==> src/verilog/ecsm_pkg.sv <==
// constants for the echo canceller state monitor register bank
package ecsm_pkg;
  // register indices; byte address is four times the index
  localparam logic [7:0] IDX_CANCEL_MON = 8'h2d;
  localparam logic [7:0] IDX_CTRL_MON = 8'h2e;
  localparam logic [7:0] IDX_TS_MON_CTRL = 8'h30;
  localparam logic [7:0] IDX_FLEX_CFG = 8'h31;
  localparam logic [7:0] IDX_IRQ_STAT = 8'h32;
  localparam logic [7:0] IDX_IRQ_MASK = 8'h33;
  localparam int IDX_LSB = 2;
  localparam int IDX_MSB = 9;
  // widths
  localparam int MON_W = 8;
  localparam int FLAG_W = 16;
  localparam int CH_W = 5;
  localparam int SEL_W = 3;
  localparam int IRQ_W = 2;
  localparam int PIN_N = 2;
  // canceller_state_monitor_b bit positions
  localparam int BIT_LOSS_BYPASS = 7;
  localparam int BIT_DOUBLE_TALK = 6;
  localparam int BIT_FAST_CONV = 5;
  localparam int BIT_STAB_PROT = 4;
  localparam int BIT_TONE_UNPROT = 3;
  localparam int BIT_TONE_LVL2 = 2;
  localparam int BIT_TONE_LVL1 = 1;
  localparam int BIT_IDLE = 0;
  // control_input_state_monitor bit positions
  localparam int BIT_CAS_DIS = 7;
  localparam int BIT_CC_DIS = 6;
  localparam int BIT_CC_FLEX = 5;
  localparam int BIT_SER_DIS = 4;
  localparam int BIT_SER_NLP_OFF = 3;
  localparam int BIT_SER_FREEZE = 2;
  localparam int BIT_SER_CONV_OFF = 1;
  localparam int BIT_SER_FLEX = 0;
  // flexible_monitor_config fields: pin n select at 4n, enable at 4n+3
  localparam int FLEX_FIELD_STRIDE = 4;
  localparam int FLEX_EN_OFS = 3;
  // interrupt status bits
  localparam int IRQ_CANCEL_CHG = 0;
  localparam int IRQ_CTRL_CHG = 1;
  // reset values
  localparam logic [MON_W-1:0] MON_RST = 8'h00;
  localparam logic [CH_W-1:0] CH_RST = 5'h00;
  localparam logic [MON_W-1:0] FLEX_CFG_RST = 8'h00;
  localparam logic [IRQ_W-1:0] IRQ_RST = 2'h0;
  // bus encodings
  localparam logic [1:0] HTRANS_NONSEQ = 2'h2;
  localparam logic HRESP_OKAY = 1'b0;
endpackage : ecsm_pkg

==> src/verilog/ecsm_sync.sv <==
// two flip-flop synchroniser for the monitor flag inputs
`timescale 1ns/10ps
module ecsm_sync
  import ecsm_pkg::*;
#(
  parameter int W = FLAG_W
) (
  input wire logic clk,
  input wire logic nrst,
  input wire logic [W-1:0] din,
  output logic [W-1:0] dout
);
  logic [W-1:0] stage1;
  logic [W-1:0] next_stage1;
  logic [W-1:0] next_dout;

  always_comb begin
    next_stage1 = din;
    next_dout = stage1;
  end

  always_ff @(posedge clk or negedge nrst) begin
    if (!nrst) begin
      stage1 <= '0;
      dout <= '0;
    end else begin
      stage1 <= next_stage1;
      dout <= next_dout;
    end
  end
endmodule : ecsm_sync

==> src/verilog/ecsm_top.sv <==
// echo canceller state monitor registers with AHB-Lite slave
// What this block does
// - bit 7 of canceller monitor set while subtractor bypassed by echo return loss.
// - bit 6 of canceller monitor set during true double talk.
// - bit 5 of canceller monitor set while fast convergence mode runs.
// - bit 4 of canceller monitor set while stability protection is active.
// - bit 3 set when 2010 Hz tone seen without speech protection.
// - bit 1 set when 2010 Hz protection first level bypasses canceller.
// - bit 2 set when 2010 Hz protection second level resets coefficients.
// - bit 0 of canceller monitor set while idle channel detected.
// - any canceller monitor bit can drive either flexible monitor pin.
// - bit 7 of control monitor set when signalling evaluation disables channel.
// - bit 6 of control monitor set while channel control disable bit active.
// - bit 5 of control monitor set while channel control flex bit active.
// - bits 4..0 of control monitor mirror the five serial control inputs.
// - monitors show the channel chosen in the channel-select field.
//
// Implementation choice: the AHB-Lite interface to the registers.
`timescale 1ns/10ps
module ecsm_top
  import ecsm_pkg::*;
(
  input wire logic CLK,
  input wire logic NRST,
  input wire logic HSEL,
  input wire logic [31:0] HADDR,
  input wire logic [1:0] HTRANS,
  input wire logic HWRITE,
  input wire logic [2:0] HSIZE,
  input wire logic [31:0] HWDATA,
  input wire logic HREADY,
  output logic [31:0] HRDATA,
  output logic HREADYOUT,
  output logic HRESP,
  input wire logic LOSS_BYPASS_FLAG,
  input wire logic DOUBLE_TALK_FLAG,
  input wire logic FAST_CONVERGE_FLAG,
  input wire logic STABILITY_PROTECT_FLAG,
  input wire logic TONE_UNPROTECTED_FLAG,
  input wire logic TONE_LEVEL_TWO_FLAG,
  input wire logic TONE_LEVEL_ONE_FLAG,
  input wire logic IDLE_CHANNEL_FLAG,
  input wire logic CAS_DISABLE_FLAG,
  input wire logic CHAN_CTRL_DISABLE_FLAG,
  input wire logic CHAN_CTRL_FLEX_FLAG,
  input wire logic SERIAL_DISABLE_FLAG,
  input wire logic SERIAL_NONLINEAR_OFF_FLAG,
  input wire logic SERIAL_FREEZE_FLAG,
  input wire logic SERIAL_CONVERGE_OFF_FLAG,
  input wire logic SERIAL_FLEXIBLE_CTRL_FLAG,
  output logic [CH_W-1:0] MONITORED_CHANNEL_SELECT,
  output logic FLEXIBLE_MONITOR_PIN_A,
  output logic FLEXIBLE_MONITOR_PIN_B,
  output logic IRQ
);

  // true when a word index selects the given register
  function automatic logic reg_hit(input logic [7:0] idx, input logic [7:0] target);
    reg_hit = (idx == target);
  endfunction : reg_hit

  // flag inputs come from the datapath pins and are synchronised first
  logic [FLAG_W-1:0] flag_raw;
  logic [FLAG_W-1:0] flag_sync;

  assign flag_raw = {
    LOSS_BYPASS_FLAG,
    DOUBLE_TALK_FLAG,
    FAST_CONVERGE_FLAG,
    STABILITY_PROTECT_FLAG,
    TONE_UNPROTECTED_FLAG,
    TONE_LEVEL_TWO_FLAG,
    TONE_LEVEL_ONE_FLAG,
    IDLE_CHANNEL_FLAG,
    CAS_DISABLE_FLAG,
    CHAN_CTRL_DISABLE_FLAG,
    CHAN_CTRL_FLEX_FLAG,
    SERIAL_DISABLE_FLAG,
    SERIAL_NONLINEAR_OFF_FLAG,
    SERIAL_FREEZE_FLAG,
    SERIAL_CONVERGE_OFF_FLAG,
    SERIAL_FLEXIBLE_CTRL_FLAG
  };

  ecsm_sync #(
    .W(FLAG_W)
  ) u_sync (
    .clk(CLK),
    .nrst(NRST),
    .din(flag_raw),
    .dout(flag_sync)
  );

  // upper byte feeds the canceller monitor, lower byte the control monitor
  logic [MON_W-1:0] cancel_sync;
  logic [MON_W-1:0] ctrl_sync;

  assign cancel_sync = flag_sync[FLAG_W-1:MON_W];
  assign ctrl_sync = flag_sync[MON_W-1:0];

  // state registers
  logic [MON_W-1:0] cancel_mon;
  logic [MON_W-1:0] ctrl_mon;
  logic [CH_W-1:0] ch_sel;
  logic [MON_W-1:0] flex_cfg;
  logic [IRQ_W-1:0] irq_stat;
  logic [IRQ_W-1:0] irq_mask;
  logic wr_pend;
  logic [7:0] wr_idx;
  logic [PIN_N-1:0] flex_pin;

  logic [MON_W-1:0] next_cancel_mon;
  logic [MON_W-1:0] next_ctrl_mon;
  logic [CH_W-1:0] next_ch_sel;
  logic [MON_W-1:0] next_flex_cfg;
  logic [IRQ_W-1:0] next_irq_stat;
  logic [IRQ_W-1:0] next_irq_mask;
  logic next_wr_pend;
  logic [7:0] next_wr_idx;
  logic [31:0] next_hrdata;
  logic next_hreadyout;
  logic next_hresp;
  logic [PIN_N-1:0] next_flex_pin;
  logic [IRQ_W-1:0] irq_pend;
  logic next_irq;

  // address phase decode
  logic addr_valid;
  logic [7:0] addr_idx;
  logic rd_take;

  assign addr_valid = HSEL && HREADY && (HTRANS == HTRANS_NONSEQ);
  assign addr_idx = HADDR[IDX_MSB:IDX_LSB];
  assign rd_take = addr_valid && !HWRITE;

  // data phase write strobes; the monitor registers have none
  logic wr_ch_sel;
  logic wr_flex_cfg;
  logic wr_irq_mask;
  logic wr_irq_clr;

  assign wr_ch_sel = wr_pend && reg_hit(wr_idx, IDX_TS_MON_CTRL);
  assign wr_flex_cfg = wr_pend && reg_hit(wr_idx, IDX_FLEX_CFG);
  assign wr_irq_mask = wr_pend && reg_hit(wr_idx, IDX_IRQ_MASK);
  assign wr_irq_clr = wr_pend && reg_hit(wr_idx, IDX_IRQ_STAT);

  // monitor capture from the synchronised flags of the selected channel
  always_comb begin
    next_cancel_mon = MON_RST;
    next_ctrl_mon = MON_RST;
    next_cancel_mon[BIT_LOSS_BYPASS] = cancel_sync[BIT_LOSS_BYPASS];
    next_cancel_mon[BIT_DOUBLE_TALK] = cancel_sync[BIT_DOUBLE_TALK];
    next_cancel_mon[BIT_FAST_CONV] = cancel_sync[BIT_FAST_CONV];
    next_cancel_mon[BIT_STAB_PROT] = cancel_sync[BIT_STAB_PROT];
    next_cancel_mon[BIT_TONE_UNPROT] = cancel_sync[BIT_TONE_UNPROT];
    next_cancel_mon[BIT_TONE_LVL2] = cancel_sync[BIT_TONE_LVL2];
    next_cancel_mon[BIT_TONE_LVL1] = cancel_sync[BIT_TONE_LVL1];
    next_cancel_mon[BIT_IDLE] = cancel_sync[BIT_IDLE];
    next_ctrl_mon[BIT_CAS_DIS] = ctrl_sync[BIT_CAS_DIS];
    next_ctrl_mon[BIT_CC_DIS] = ctrl_sync[BIT_CC_DIS];
    next_ctrl_mon[BIT_CC_FLEX] = ctrl_sync[BIT_CC_FLEX];
    next_ctrl_mon[BIT_SER_DIS] = ctrl_sync[BIT_SER_DIS];
    next_ctrl_mon[BIT_SER_NLP_OFF] = ctrl_sync[BIT_SER_NLP_OFF];
    next_ctrl_mon[BIT_SER_FREEZE] = ctrl_sync[BIT_SER_FREEZE];
    next_ctrl_mon[BIT_SER_CONV_OFF] = ctrl_sync[BIT_SER_CONV_OFF];
    next_ctrl_mon[BIT_SER_FLEX] = ctrl_sync[BIT_SER_FLEX];
  end

  always_ff @(posedge CLK or negedge NRST) begin
    if (!NRST) begin
      cancel_mon <= MON_RST;
      ctrl_mon <= MON_RST;
    end else begin
      cancel_mon <= next_cancel_mon;
      ctrl_mon <= next_ctrl_mon;
    end
  end

  // a monitor register takes a new value at the next edge
  logic cancel_chg;
  logic ctrl_chg;

  assign cancel_chg = (next_cancel_mon != cancel_mon);
  assign ctrl_chg = (next_ctrl_mon != ctrl_mon);

  // bus write path and interrupt flags
  always_comb begin
    next_ch_sel = ch_sel;
    next_flex_cfg = flex_cfg;
    next_irq_mask = irq_mask;
    next_irq_stat = irq_stat;
    next_wr_pend = addr_valid && HWRITE;
    next_wr_idx = addr_valid ? addr_idx : wr_idx;
    if (wr_ch_sel) begin
      next_ch_sel = HWDATA[CH_W-1:0];
    end
    if (wr_flex_cfg) begin
      next_flex_cfg = HWDATA[MON_W-1:0];
    end
    if (wr_irq_mask) begin
      next_irq_mask = HWDATA[IRQ_W-1:0];
    end
    if (wr_irq_clr) begin
      next_irq_stat = irq_stat & ~HWDATA[IRQ_W-1:0];
    end
    // writes to the two monitor registers fall through unused
    // a change set in the same cycle as a clear wins
    if (cancel_chg) begin
      next_irq_stat[IRQ_CANCEL_CHG] = 1'b1;
    end
    if (ctrl_chg) begin
      next_irq_stat[IRQ_CTRL_CHG] = 1'b1;
    end
  end

  always_ff @(posedge CLK or negedge NRST) begin
    if (!NRST) begin
      ch_sel <= CH_RST;
      flex_cfg <= FLEX_CFG_RST;
      irq_mask <= IRQ_RST;
      irq_stat <= IRQ_RST;
      wr_pend <= 1'b0;
      wr_idx <= 8'h00;
    end else begin
      ch_sel <= next_ch_sel;
      flex_cfg <= next_flex_cfg;
      irq_mask <= next_irq_mask;
      irq_stat <= next_irq_stat;
      wr_pend <= next_wr_pend;
      wr_idx <= next_wr_idx;
    end
  end

  // read data is prepared in the address phase from the next values of the writable registers,
  // so a read right after a write already sees the written value
  always_comb begin
    next_hrdata = 32'h0000_0000;
    next_hreadyout = 1'b1;
    next_hresp = HRESP_OKAY;
    if (rd_take) begin
      if (reg_hit(addr_idx, IDX_CANCEL_MON)) begin
        next_hrdata[MON_W-1:0] = cancel_mon;
      end
      if (reg_hit(addr_idx, IDX_CTRL_MON)) begin
        next_hrdata[MON_W-1:0] = ctrl_mon;
      end
      if (reg_hit(addr_idx, IDX_TS_MON_CTRL)) begin
        next_hrdata[CH_W-1:0] = next_ch_sel;
      end
      if (reg_hit(addr_idx, IDX_FLEX_CFG)) begin
        next_hrdata[MON_W-1:0] = next_flex_cfg;
      end
      if (reg_hit(addr_idx, IDX_IRQ_STAT)) begin
        next_hrdata[IRQ_W-1:0] = next_irq_stat;
      end
      if (reg_hit(addr_idx, IDX_IRQ_MASK)) begin
        next_hrdata[IRQ_W-1:0] = next_irq_mask;
      end
    end
  end

  always_ff @(posedge CLK or negedge NRST) begin
    if (!NRST) begin
      HRDATA <= 32'h0000_0000;
      HREADYOUT <= 1'b1;
      HRESP <= HRESP_OKAY;
    end else begin
      HRDATA <= next_hrdata;
      HREADYOUT <= next_hreadyout;
      HRESP <= next_hresp;
    end
  end

  // flexible monitor pins: each picks one canceller monitor bit
  genvar gi;
  generate
    for (gi = 0; gi < PIN_N; gi++) begin : g_flex
      logic [SEL_W-1:0] sel;
      logic en;
      assign sel = flex_cfg[gi*FLEX_FIELD_STRIDE +: SEL_W];
      assign en = flex_cfg[gi*FLEX_FIELD_STRIDE + FLEX_EN_OFS];
      assign next_flex_pin[gi] = en && next_cancel_mon[sel];
    end
  endgenerate

  assign irq_pend = next_irq_stat & next_irq_mask;
  assign next_irq = |irq_pend;

  always_ff @(posedge CLK or negedge NRST) begin
    if (!NRST) begin
      flex_pin <= '0;
      MONITORED_CHANNEL_SELECT <= CH_RST;
      IRQ <= 1'b0;
    end else begin
      flex_pin <= next_flex_pin;
      MONITORED_CHANNEL_SELECT <= next_ch_sel;
      IRQ <= next_irq;
    end
  end

  // pins show the registered flexible selection
  assign FLEXIBLE_MONITOR_PIN_A = flex_pin[0];
  assign FLEXIBLE_MONITOR_PIN_B = flex_pin[1];

endmodule : ecsm_top

==> config.mk <==
export PLATFORM = sky130hd
export DESIGN_NAME = ecsm_top
export DESIGN_NICKNAME = d
export VERILOG_FILES = /design/src/verilog/ecsm_pkg.sv /design/src/verilog/ecsm_sync.sv /design/src/verilog/ecsm_top.sv
export SDC_FILE = /design/constraint.sdc
export NUM_CORES = 1
export LEC_CHECK = 0
export BUFFER_PORTS_ARGS = -buffer_cell sky130_fd_sc_hd__buf_2
export CAP_MARGIN = 20
export CELL_PAD_IN_SITES_DETAIL_PLACEMENT = 1
export CELL_PAD_IN_SITES_GLOBAL_PLACEMENT = 1
export CORE_MARGIN = 8
export CORE_UTILIZATION = 35
export DETAILED_ROUTE_END_ITERATION = 10
export HOLD_SLACK_MARGIN = 0.12
export PLACE_DENSITY_LB_ADDON = 0.1
export SETUP_SLACK_MARGIN = 0.4
export SLEW_MARGIN = 20
export SYNTH_ARGS = -nofsm -noshare
export SYNTH_HDL_FRONTEND = slang
export SYNTH_HIERARCHICAL = 1
export SYNTH_SLANG_ARGS = --single-unit
export TNS_END_PERCENT = 100
==> constraint.sdc <==
create_clock -name CLK -period 3.1 [get_ports CLK]
set_input_delay 0.31 -clock CLK [delete_from_list [all_inputs] [get_ports CLK]]
set_output_delay 0.31 -clock CLK [all_outputs]
set_load 0.005 [all_outputs]
==> summary.md <==
| Metric | Value |
|---|---|
| CP startpoint | wr_idx[3] |
| Yosys reg bits | 85 |
| Clock insertion delay at the later pin of the skew report | roughly 350 ps |
| Die W | 115.2 microns |
| Power Density | between 500 and 600 nW/um^2 |
| Final cell count without fillers | 472 |
| Max-cap violation count | 0 |
| Port bufs | 54 |
| CTS Buf Count | 9 |
| Detailed-route wire length per cell | between 15 and 20 microns |
| Clk buf depth | 2 |
| Commonest cells after routing, fill and taps aside | 85 x dfrtp_1, 53 x buf_2, 26 x conb_1 |
| I/O pins | 132 |
| Sequential area share after synthesis | between 60% and 70% |
| Largest area contributor in the netlist | dfrtp_1 |
| Synth warn | 6 |
| Mapped Cells | 256 |
| First-pass GRT wire length | roughly 13,000 microns |
| Synth Flop Type | dfrtp_1 |
| Largest net degree at the start of global routing | 86 |
| Reg2reg setup slack | roughly 800 ps |
| Area contributors post-synth | dfrtp_1 62%, buf_4 5.7%, mux2_2 4.3% |
| # diodes | 0 |
| CP Data Arrival Time | 2500 ps |
| LEAKAGE | just under 2 nW |
| Crit share post-route | between 70% and 80% |
| Initial antenna violation count | 0 |
| Worst Hold Class | in -> reg |
| Worst Hold Depth | 2 |
| Placed Cells | between 400 and 500 |
| Number of distinct library cells after synthesis | 47 |
| EDFF count, synth | 0 |
| Core box area | 9639 sq um |
| Peak supply drop | 0.2877 mV |
| CTS H-tree depth | 3 |
| Hold-fix buffers, CTS | 16 |
| Remaining antenna violation count | 0 |
| Vias per Instance | roughly 4.6 |
| Total chip power | 2.203 mW |
| Overall Global Routing Usage | between 10% and 20% |
| DR pass1 iterations | 4 |
| # resized after CTS | 0 |
| Worst R2R Path Depth | 6 |
| CP required | approximately 3300 ps |
| Crit. End Element | flip-flop |
| Crit-path max FO | 8 |
| Vias in the first global route | 2,497 |
| Most common cell after layout, fill and taps aside | dfrtp_1 |
| Final Wtd Congestion | 0.7630 |
| Share of cells above drive strength 1 | 28.91% |
| DRC Markers | 0 |
| Initial Utilization | 35.71% |
| Reg2reg start | wr_idx[3] |
| Hold Vio Cnt, Final | 0 |
| Setup crit start kind | flip-flop |
| Worst Path Class, Setup | reg -> reg |
| Filler Cell Count | 1,057 |
| Final wirelength | 7865 microns |
| Reg clk slew, reported paths | 90 ps |
| Count of nets after finishing | ~420 |
| Die H | 115.2 microns |
| Async set-reset flop share out of synthesis | 100.0% |
| Hold path startpoint | HADDR[7] |
| Vias post-DR | 2,171 |
| Final min period | 2278 ps |
| Root Driver | clkbuf_8 |
| Clock Skew | roughly 7.4 ps |
| CTS tree | done |
| RSZ-0062 raised after global routing | false |
| CP max-delay cell | or4b_1 |
| Status | completed |
| DR iter-0 viols | 37 |
| Achievable Freq | 0.4391 GHz |
| Die area | 13,260 sq um |
| Worst slew pin tran | approximately 760 ps |
| Num Clock Sinks | 85 |
| Reg2reg end | HRDATA[1] |
| CP cell instances | or4b_1 > nor4_4 > buf_4 > and2b_2 > o31ai_1 > o41ai_1 |
| Rel. slew slack | 49.22% |
| Syn Area/Cell | around 13 sq um |
| Hold path endpoint | wr_idx[5] |
| Final Slew Violations | 0 |
| Max incr delay on CP | around 650 ps |
| DP Wirelength | 5646 microns |
| Area Overhead vs Synth | 20.50% |
| Cell area after synthesis | about 3400 sq um |
| Fin Setup TNS | 0 ps |
| Top cell type's share of synthesized area | 61.80% |
| Setup violations, final | 0 |
| Site Rows | 36 |
| Setup Buffers After CTS | 0 |
| Grt total ovfl | 0 |
## worst max path at each step
stage	to	cells after the start
4_1_cts	HRDATA[1]	6
3_3_place_gp	HRDATA[1]	6
6_report	HRDATA[1]	6
5_1_grt	HRDATA[1]	6
3_5_place_dp	HRDATA[1]	6
2_1_floorplan	HRDATA[1]	6
## logic make-up (layout without fill, tap and decap cells)
logic type,after synthesis,in the layout,synth area share (%)
mux,26,26,9.633
other cells,2,26,0.2182
buf+inv,44,103,8.070
flops,85,85,61.80
compound gates,32,32,6.543
simple gates,51,51,9.669
xor+xnor,16,16,4.071
## cells in the mapped netlist, drive strengths merged (2+ instances only)
library cell / n
dfrtp: 85
nor2b: 4
nand3b: 2
xnor2: 16
nor3b: 2
clkbuf: 3
nand2: 6
o22ai: 8
o21a: 3
mux2i: 8
nand4b: 2
o21ai: 3
a22oi: 6
and2: 6
or2: 2
nand3: 2
mux4: 4
a21oi: 3
nor4: 4
nand4: 10
nor2: 3
mux2: 14
buf: 28
inv: 12
conb: 2
a211o: 2
## flip-flops by register name (all words and copies together) (netlist names)
register,count
wr_pend,1
wr_idx,8
HRDATA,8
IRQ,1
flex_pin,2
flex_cfg,8
MONITORED_CHANNEL_SELECT,5
irq_mask,2
u_sync/dout,16
cancel_mon,8
u_sync/next_dout,16
ctrl_mon,8
irq_stat,2
## report_power, final
part	switching [mW]	internal, mW	leakage [nW]
Sequential	0.0502	1.17	1.04
Clock	0.424	0.385	0.106
Combinational	0.0882	0.0883	0.771
## per-stage QoR
step                      utilization [%]  hold slack, ps  cell area, sq um  setup slack (ps)
after CTS                           42.89           184.0              4134             783.5
after global routing                43.03           186.4              4148             684.1
after floorplan                         -           14.41              3532             878.1
after global placement              39.10           331.4              3769             817.9
after detailed placement            39.10           335.6              3769             805.7
final                               43.03           197.4              4148             822.4
## cell type report
class / count / area (sq um) / area share [%]
sequential: 85 / 2127 / 51.28
multi-input combinational: 151 / 1127 / 27.18
timing repair buffer: 75 / 476.7 / 11.49
tap: 133 / 166.4 / 4.012
clock buffer: 9 / 123.9 / 2.986
clock inverter: 7 / 81.33 / 1.961
inverter: 12 / 45.04 / 1.086
## worst max-delay path, delay by kind of cell (launching register included)
kind | cells | cell delay (ps)
AOI/OAI and AO/OA | 2 | 370
buffers and inverters | 1 | 230
DFF | 1 | 410
and+or+nand+nor | 3 | 1140
## per-layer routing
metal  up-vias  global-route usage [%]  share of wire (%)
met5         -                       0                  0
met4         0                   4.904                1.4
met3        10                   3.992                5.9
met2        54                   21.16                 49
met1      1100                   15.32                 43
li1       1007                       -                  -
Power figures use the tool's default switching activity.
